$ cat config.mk
export PLATFORM = sky130hd
export DESIGN_NAME = fabe_exec
export DESIGN_NICKNAME = d
export VERILOG_FILES = /design/src/core/fabe_pkg.sv /design/src/core/fabe_alu_if.sv /design/src/core/fabe_alu.sv /design/src/core/fabe_exec.sv
export SDC_FILE = /design/constraint.sdc
export NUM_CORES = 1
export LEC_CHECK = 0
export ABC_AREA = 1
export BUFFER_PORTS_ARGS = -buffer_cell sky130_fd_sc_hd__buf_4
export CORE_MARGIN = 8
export CORE_UTILIZATION = 50
export CTS_BUF_LIST = sky130_fd_sc_hd__clkbuf_4 sky130_fd_sc_hd__clkbuf_8 sky130_fd_sc_hd__clkbuf_16
export CTS_CLUSTER_DIAMETER = 40
export DETAILED_ROUTE_END_ITERATION = 12
export PLACE_DENSITY = 0.78
export SLEW_MARGIN = 10
export SYNTH_ARGS = -nofsm -noshare
export SYNTH_HDL_FRONTEND = slang
export SYNTH_SLANG_ARGS = --single-unit
$ cat constraint.sdc
create_clock -name clock_i -period 2.8 [get_ports clock_i]
set_clock_uncertainty 0.15 [all_clocks]
set_input_delay 0 -clock clock_i [delete_from_list [all_inputs] [get_ports clock_i]]
set_output_delay 0 -clock clock_i [all_outputs]
set_load 0.01 [all_outputs]
$ cat src/core/fabe_pkg.sv
package fabe_pkg;

    // ----------------------------------------
    // Widths
    // ----------------------------------------
    localparam int INSTR_W = 14;
    localparam int DATA_W = 8;
    localparam int ADDR_W = 7;
    localparam int BIT_W = 3;
    localparam int PORT_COUNT = 3;

    // ----------------------------------------
    // Instruction word fields
    // ----------------------------------------
    localparam int CLASS_HI = 13;
    localparam int CLASS_LO = 12;
    localparam int NIB_HI = 11;
    localparam int NIB_LO = 8;
    localparam int SUB_HI = 11;
    localparam int SUB_LO = 10;
    localparam int DEST_POS = 7;
    localparam int BIT_HI = 9;
    localparam int BIT_LO = 7;
    localparam int FILE_HI = 6;
    localparam int FILE_LO = 0;
    localparam int NIBBLE_CARRY_POS = 4;

    // ----------------------------------------
    // Encodings
    // ----------------------------------------
    localparam logic [1:0] CLASS_BYTE = 2'h0;
    localparam logic [1:0] CLASS_BIT = 2'h1;
    localparam logic [3:0] NIB_ADD = 4'h7;
    localparam logic [3:0] NIB_AND = 4'h5;
    localparam logic [1:0] SUB_BCLR = 2'h0;
    localparam logic DEST_ACC = 1'b0;
    localparam logic DEST_FILE = 1'b1;

    // ----------------------------------------
    // Special file addresses
    // ----------------------------------------
    localparam logic [ADDR_W-1:0] TIMER_ZERO_COUNT_ADDR = 7'h01;
    localparam logic [PORT_COUNT-1:0][ADDR_W-1:0] PORT_ADDR = {7'h07, 7'h06, 7'h05};

    // ----------------------------------------
    // Reset values
    // ----------------------------------------
    localparam logic [DATA_W-1:0] ACC_RESET = 8'h00;
    localparam logic FLAG_RESET = 1'b0;

    typedef enum logic [1:0] {
        FABE_OP_NONE,
        FABE_OP_SUM,
        FABE_OP_MASK,
        FABE_OP_CLEAR
    } fabe_op_e;

endpackage : fabe_pkg

$ cat src/core/fabe_alu_if.sv
interface fabe_alu_if;
    import fabe_pkg::*;

    fabe_op_e op;
    logic [DATA_W-1:0] acc;
    logic [DATA_W-1:0] operand;
    logic [BIT_W-1:0] bit_sel;
    logic [DATA_W-1:0] result;
    logic carry;
    logic dcarry;
    logic zero;

    modport ctrl (output op, output acc, output operand, output bit_sel,
                  input result, input carry, input dcarry, input zero);
    modport unit (input op, input acc, input operand, input bit_sel,
                  output result, output carry, output dcarry, output zero);
endinterface : fabe_alu_if

$ cat src/core/fabe_alu.sv
module fabe_alu (
    fabe_alu_if.unit alu
);
    import fabe_pkg::*;

    logic [DATA_W:0] sum;
    logic [NIBBLE_CARRY_POS:0] low_sum;

    always_comb begin
        sum = {1'b0, alu.acc} + {1'b0, alu.operand};
        low_sum = {1'b0, alu.acc[3:0]} + {1'b0, alu.operand[3:0]};
        alu.result = alu.operand;
        alu.carry = 1'b0;
        alu.dcarry = 1'b0;
        unique case (alu.op)
            FABE_OP_SUM: begin
                alu.result = sum[DATA_W-1:0];
                // carries from bits 7 and 3
                alu.carry = sum[DATA_W];
                alu.dcarry = low_sum[NIBBLE_CARRY_POS];
            end
            FABE_OP_MASK: begin
                alu.result = alu.acc & alu.operand;
            end
            FABE_OP_CLEAR: begin
                alu.result = alu.operand & ~(8'h01 << alu.bit_sel);
            end
            FABE_OP_NONE: begin
                alu.result = alu.operand;
            end
        endcase
        alu.zero = (alu.result == 8'h00);
    end

endmodule : fabe_alu

$ cat src/core/fabe_exec.sv
module fabe_exec (
    input wire logic clock_i,
    input wire logic reset_i,
    input wire logic instr_valid_i,
    input wire logic [fabe_pkg::INSTR_W-1:0] instr_i,
    input wire logic [fabe_pkg::DATA_W-1:0] rd_data_i,
    input wire logic [fabe_pkg::PORT_COUNT-1:0][fabe_pkg::DATA_W-1:0] pin_level_i,
    input wire logic prescaler_assigned_i,
    output logic [fabe_pkg::ADDR_W-1:0] rd_addr_o,
    output logic rd_en_o,
    output logic [fabe_pkg::ADDR_W-1:0] wr_addr_o,
    output logic [fabe_pkg::DATA_W-1:0] wr_data_o,
    output logic wr_en_o,
    output logic [fabe_pkg::DATA_W-1:0] acc_o,
    output logic carry_o,
    output logic dcarry_o,
    output logic zero_o,
    output logic prescaler_clear_o,
    output logic done_o,
    output logic unsupported_o
);
    import fabe_pkg::*;

    // ----------------------------------------
    // Decode helpers
    // ----------------------------------------
    function automatic fabe_op_e decode_op(input logic [INSTR_W-1:0] w);
        fabe_op_e op;
        op = FABE_OP_NONE;
        if (w[CLASS_HI:CLASS_LO] == CLASS_BYTE && w[NIB_HI:NIB_LO] == NIB_ADD) begin
            op = FABE_OP_SUM;
        end else if (w[CLASS_HI:CLASS_LO] == CLASS_BYTE && w[NIB_HI:NIB_LO] == NIB_AND) begin
            op = FABE_OP_MASK;
        end else if (w[CLASS_HI:CLASS_LO] == CLASS_BIT && w[SUB_HI:SUB_LO] == SUB_BCLR) begin
            op = FABE_OP_CLEAR;
        end
        return op;
    endfunction : decode_op

    function automatic logic writes_file(input fabe_op_e op, input logic dest);
        return (op == FABE_OP_CLEAR) || ((op != FABE_OP_NONE) && dest == DEST_FILE);
    endfunction : writes_file

    // ----------------------------------------
    // Pin synchroniser
    // ----------------------------------------
    logic [PORT_COUNT-1:0][DATA_W-1:0] pin_meta_q;
    logic [PORT_COUNT-1:0][DATA_W-1:0] pin_sync_q;

    genvar gp;
    generate
        for (gp = 0; gp < PORT_COUNT; gp++) begin : g_pin_sync
            always_ff @(posedge clock_i or posedge reset_i) begin
                if (reset_i) begin
                    pin_meta_q[gp] <= 8'h00;
                    pin_sync_q[gp] <= 8'h00;
                end else begin
                    pin_meta_q[gp] <= pin_level_i[gp];
                    pin_sync_q[gp] <= pin_meta_q[gp];
                end
            end
        end
    endgenerate

    // ----------------------------------------
    // Phase sequencer and datapath
    // ----------------------------------------
    typedef enum logic [2:0] {
        FABE_PH_IDLE,
        FABE_PH_DECODE,
        FABE_PH_READ,
        FABE_PH_PROCESS,
        FABE_PH_WRITE
    } fabe_phase_e;

    fabe_phase_e phase_q, phase_d;
    logic [INSTR_W-1:0] instr_q, instr_d;
    fabe_op_e op_q, op_d;
    logic [ADDR_W-1:0] rd_addr_q, rd_addr_d;
    logic rd_en_q, rd_en_d;
    logic [ADDR_W-1:0] wr_addr_q, wr_addr_d;
    logic [DATA_W-1:0] wr_data_q, wr_data_d;
    logic wr_en_q, wr_en_d;
    logic [DATA_W-1:0] acc_q, acc_d;
    logic carry_q, carry_d;
    logic dcarry_q, dcarry_d;
    logic zero_q, zero_d;
    logic psc_clr_q, psc_clr_d;
    logic done_q, done_d;
    logic unsup_q, unsup_d;
    logic [DATA_W-1:0] operand;
    logic take;

    fabe_alu_if alu_bus ();

    fabe_alu u_alu (
        .alu(alu_bus.unit)
    );

    always_comb begin
        operand = rd_data_i;
        for (int i = 0; i < PORT_COUNT; i++) begin
            if (instr_q[FILE_HI:FILE_LO] == PORT_ADDR[i]) begin
                operand = pin_sync_q[i];
            end
        end
        alu_bus.op = op_q;
        alu_bus.acc = acc_q;
        alu_bus.operand = operand;
        alu_bus.bit_sel = instr_q[BIT_HI:BIT_LO];
    end

    always_comb begin
        take = instr_valid_i && (phase_q == FABE_PH_IDLE || phase_q == FABE_PH_WRITE);
        phase_d = phase_q;
        instr_d = instr_q;
        op_d = op_q;
        rd_addr_d = rd_addr_q;
        rd_en_d = 1'b0;
        wr_addr_d = wr_addr_q;
        wr_data_d = wr_data_q;
        wr_en_d = 1'b0;
        acc_d = acc_q;
        carry_d = carry_q;
        dcarry_d = dcarry_q;
        zero_d = zero_q;
        psc_clr_d = 1'b0;
        done_d = 1'b0;
        unsup_d = 1'b0;
        unique case (phase_q)
            FABE_PH_IDLE, FABE_PH_WRITE: begin
                phase_d = take ? FABE_PH_DECODE : FABE_PH_IDLE;
                if (take) begin
                    instr_d = instr_i;
                end
            end
            FABE_PH_DECODE: begin
                phase_d = FABE_PH_READ;
                op_d = decode_op(instr_q);
                unsup_d = (decode_op(instr_q) == FABE_OP_NONE);
                rd_addr_d = instr_q[FILE_HI:FILE_LO];
                rd_en_d = (decode_op(instr_q) != FABE_OP_NONE);
            end
            FABE_PH_READ: begin
                phase_d = FABE_PH_PROCESS;
            end
            FABE_PH_PROCESS: begin
                phase_d = FABE_PH_WRITE;
                done_d = 1'b1;
                if (writes_file(op_q, instr_q[DEST_POS])) begin
                    wr_en_d = 1'b1;
                    wr_addr_d = instr_q[FILE_HI:FILE_LO];
                    wr_data_d = alu_bus.result;
                    psc_clr_d = prescaler_assigned_i && (instr_q[FILE_HI:FILE_LO] == TIMER_ZERO_COUNT_ADDR);
                end else if (op_q != FABE_OP_NONE) begin
                    acc_d = alu_bus.result;
                end
                if (op_q == FABE_OP_SUM) begin
                    carry_d = alu_bus.carry;
                    dcarry_d = alu_bus.dcarry;
                end
                if (op_q == FABE_OP_SUM || op_q == FABE_OP_MASK) begin
                    zero_d = alu_bus.zero;
                end
            end
            default: begin
                phase_d = FABE_PH_IDLE;
            end
        endcase
    end

    always_ff @(posedge clock_i or posedge reset_i) begin
        if (reset_i) begin
            phase_q <= FABE_PH_IDLE;
            instr_q <= 14'h0000;
            op_q <= FABE_OP_NONE;
            rd_addr_q <= 7'h00;
            rd_en_q <= 1'b0;
            wr_addr_q <= 7'h00;
            wr_data_q <= 8'h00;
            wr_en_q <= 1'b0;
            acc_q <= ACC_RESET;
            carry_q <= FLAG_RESET;
            dcarry_q <= FLAG_RESET;
            zero_q <= FLAG_RESET;
            psc_clr_q <= 1'b0;
            done_q <= 1'b0;
            unsup_q <= 1'b0;
        end else begin
            phase_q <= phase_d;
            instr_q <= instr_d;
            op_q <= op_d;
            rd_addr_q <= rd_addr_d;
            rd_en_q <= rd_en_d;
            wr_addr_q <= wr_addr_d;
            wr_data_q <= wr_data_d;
            wr_en_q <= wr_en_d;
            acc_q <= acc_d;
            carry_q <= carry_d;
            dcarry_q <= dcarry_d;
            zero_q <= zero_d;
            psc_clr_q <= psc_clr_d;
            done_q <= done_d;
            unsup_q <= unsup_d;
        end
    end

    assign rd_addr_o = rd_addr_q;
    assign rd_en_o = rd_en_q;
    assign wr_addr_o = wr_addr_q;
    assign wr_data_o = wr_data_q;
    assign wr_en_o = wr_en_q;
    assign acc_o = acc_q;
    assign carry_o = carry_q;
    assign dcarry_o = dcarry_q;
    assign zero_o = zero_q;
    assign prescaler_clear_o = psc_clr_q;
    assign done_o = done_q;
    assign unsupported_o = unsup_q;
endmodule : fabe_exec

==> results by group <==
Run status
  – Status: finished, violations left
  – Violated checks: negative setup slack

Setup path
  – CP Cell Sequence: inv_2 > nand2_2 > nor2_8 > buf_4 > nand3b_1 > nand3_1 > nand2_1 > and2_4 > ha_4 > a21oi_4 > nand2_4 > buf_4 > o21ai_0 > nand2_1 > inv_2 > nand2_1 > nor2_2 > nand3_1 > nand2_1
  – Top delay family on crit path: simple AND/OR/NAND/NOR gates
  – Setup CP Type: register to register
  – Crit-path max FO: 5
  – CP max-delay cell: dfrtp_1
  – Arrival @ worst endpoint: 3.02 ns
  – Max incr delay on CP: 0.38 ns
  – Worst setup EP type: register
  – WP buf/inv: 4
  – WP data required: 2.96 ns
  – CP dominant cell by count: nand2_1
  – Crit start category: register

Power and ir drop
  – Seq pwr share: 0.362
  – Clock share of power: 0.157
  – Gate power share: 0.481
  – Internal power: 3.679 mW
  – Max IR drop VDD: 567.0 uV
  – Power per Cell Area: 984.4 mW/mm^2
  – Sw Pwr: 2.573 mW
  – Lkg Pwr: roughly 3.2 nW
  – Sw Ratio: 0.4116

Detailed routing
  – Avg WL per Cell: ~15 um
  – Post-route antenna net violation count: 0
  – Mean number of vias per cell: between 5 and 6
  – Routed WL: 11.43 mm
  – Remaining DRCs: 0
  – Vias: 3,786
  – Initial DRT Pass Iterations: 6
  – DRT iter0 DRCs: about 180

STA
  – Final setup fails: 2
  – Slew HR: 0.5066
  – Final hold slack: roughly 0.074 ns
  – Fin crit share: 1.020
  – Fin crit period: 2.856 ns
  – Post-route worst setup slack: -0.05611 ns
  – RSZ-0062 raised after global routing: true
  – Final Hold Viols: 0
  – Fmax: 350.1 MHz
  – Max-slew violation count: 0
  – Least-Margin Pin Slew: around 0.74 ns

Floorplanning
  – Die height: 111.2 um
  – Die area: between 0.01 and 0.015 sq mm
  – DIE WIDTH: 111.2 um
  – I/O pins: 88
  – Std cell rows: 34
  – Core Region: 0.008763 sq mm
  – Starting Density: 0.5166

Global routing
  – Vias in the first global route: just under 4,000
  – GRT overflow: 0
  – Initial antenna violation count: 0
  – All-Layer GR Usage: 0.1850
  – First-pass GRT wire length: roughly 19 mm
  – Largest net degree at the start of global routing: 63

Synth
  – Synthesis Warnings: 0
  – Seq cells post-synth: ~110
  – Mux cell area share after synthesis: 0.007463
  – Synth Area in Compound Gates: 0.09701
  – Synthesized-area fraction occupied by adder cells: 0.04312
  – Unique masters post-synth: 37
  – Cells after synthesis: 466
  – Main combinational cell family by area after synthesis: simple AND/OR/NAND/NOR gates
  – Syn nets: 531
  – Synth Cell Area: 0.004527 sq mm
  – Sequential share of the synthesized area: 0.5804
  – Simple-gate share of the synthesized area: 0.2175
  – Post-Synth XOR/XNOR Area: 0
  – Syn_area_per_cell: 9.714 sq um

Clocking
  – Clock buffer depth: 2
  – Htree depth: 3
  – TritonCTS clock tree: done
  – Clk Latency, worst-skew pair: 0.37 ns
  – Clock slew at reported path FFs: around 0.11 ns
  – CTS sink cnt: 105
  – Num CTS Buffers: 9
  – Root Buffer: clkbuf_8

Final layout
  – Final Util: 0.7247
  – Most frequent cells in the layout: buf_4, dfrtp_1, nand2_1
  – Final-layout fill cell count: slightly above 600
  – P&R area growth vs syn: 40.30%
  – Antenna cells: 0
  – Share of cells above drive strength 1: 0.3254
  – Nets: 690
  – Commonest non-fill, non-tap cell in the layout: buf_4

Place
  – Final HPWL DP: roughly 7.8 mm
  – Port Buf Inserts: 87
  – GP Congestion: 0.8812

Hold path
  – Worst Hold Class: primary input to register

Flow run
  – Max cap viols: 0
-- flip-flops by register name, indices dropped and copies added (netlist names), 2 cells and up --
signal      cells
pin_meta_q     24
pin_sync_q     24
instr_q        14
acc_o           8
wr_data_o       8
rd_addr_o       7
wr_addr_o       7
phase_q         3
alu_bus.op      2
-- metal layers --
layer  part of all wire  GRT usage
met5                  0          0
met4              0.024    0.07378
met3              0.055    0.04221
met2               0.53     0.3339
met1               0.39     0.2049
-- cell usage after synthesis (all sizes together) --
cell type    n  share of area
and2         5         0.0072
fa           1         0.0044
clkbuf       7         0.0058
mux2         3         0.0075
dfrtp      105           0.58
nor2        35          0.038
nor4         3         0.0041
buf          3         0.0047
ha          14          0.039
nand3b       5         0.0083
nand4        3         0.0041
a31oi        4         0.0055
nand2      100          0.088
a21oi       31          0.037
nor3         4         0.0080
o21ai       31          0.034
o211ai       8          0.013
nand3       38          0.048
o221ai       1         0.0019
a2bb2oi      1         0.0019
o21a         2         0.0033
inv         53          0.044
or2          9          0.012
-- metrics by stage --
stage | instance area (sq um) | std cells | TNS (ns) | total power, mW | setup slack (ns)
finish | 6351 | 738 | -0.07342 | 6.252 | -0.05611
global route | 6351 | 738 | -0.5902 | 6.701 | -0.2439
CTS | 6093 | 727 | 0 | 5.911 | 0.0004632
detailed placement | 5414 | 670 | -0.08495 | 4.792 | -0.08007
global placement | 5414 | 670 | 0 | 4.710 | 0.009196
floorplan | 4531 | 466 | 0 | 3.791 | 0.07806
-- worst reg2reg max path, delay by kind of cell (launching register included) --
family                   cells  cell delay (ns)
buffers and inverters        4             0.51
AO/OA/AOI/OAI                2             0.32
adder cells (fa/ha/maj)      1             0.27
AND/OR/NAND/NOR             12             1.18
flip-flops                   1             0.38
-- final cells by class --
| type | count | area [sq um] | share of cell area |
|---|---|---|---|
| Inverter | 53 | 202.7 | 0.03191 |
| Clock inverter | 6 | 72.57 | 0.01143 |
| Tap cell | 108 | 135.1 | 0.02128 |
| Timing Repair Buffer | 158 | 1316 | 0.2072 |
| Sequential cell | 105 | 2628 | 0.4137 |
| Clock buffer | 10 | 137.6 | 0.02167 |
| Multi-Input combinational cell | 298 | 1859 | 0.2927 |
-- cells by family (layout without fill, tap and decap cells) --
group / Yosys count / in the layout
adder cells (fa/ha/maj): 15 / 15
AND/OR/NAND/NOR: 202 / 202
buffers and inverters: 63 / 227
flip-flops: 105 / 105
multiplexers: 3 / 3
AO/OA/AOI/OAI: 78 / 78
-- path summary, 6_finish.rpt --
kind                                start           endpoint  slack [ns]  depth (start not counted)
max                            instr_q[1]             zero_o       -0.06                         19
min reg2reg                pin_meta_q[12]     pin_sync_q[12]        0.20                          0
max in group asynchronous         reset_i     pin_meta_q[17]        1.74                          4
min                          rd_data_i[7]       wr_data_o[7]        0.07                          7
max reg2reg                    instr_q[1]             zero_o       -0.06                         19
min in group asynchronous         reset_i  prescaler_clear_o        0.19                          4
-- power groups by stage --
stage / sequential [mW] / clock [mW] / combinational (mW)
3_3_place_gp: 2.26 / 0 / 2.45
6_report: 2.26 / 0.983 / 3.01
2_1_floorplan: 2.30 / 0 / 1.49
5_1_grt: 2.31 / 1.06 / 3.33
4_1_cts: 2.25 / 1.00 / 2.65
3_5_place_dp: 2.27 / 0 / 2.52
-- what timing repair did --
action | CTS | global route
resized for setup | 14 | 45
endpoints found under the hold margin | 145 | 0
pin swaps | 2 | 27
buffers inserted | 0 | 11
hold buffers | 41 | 0
gates cloned | 0 | 0
setup endpoints to repair | 2 | 12
(Power assumes the default switching activity.)
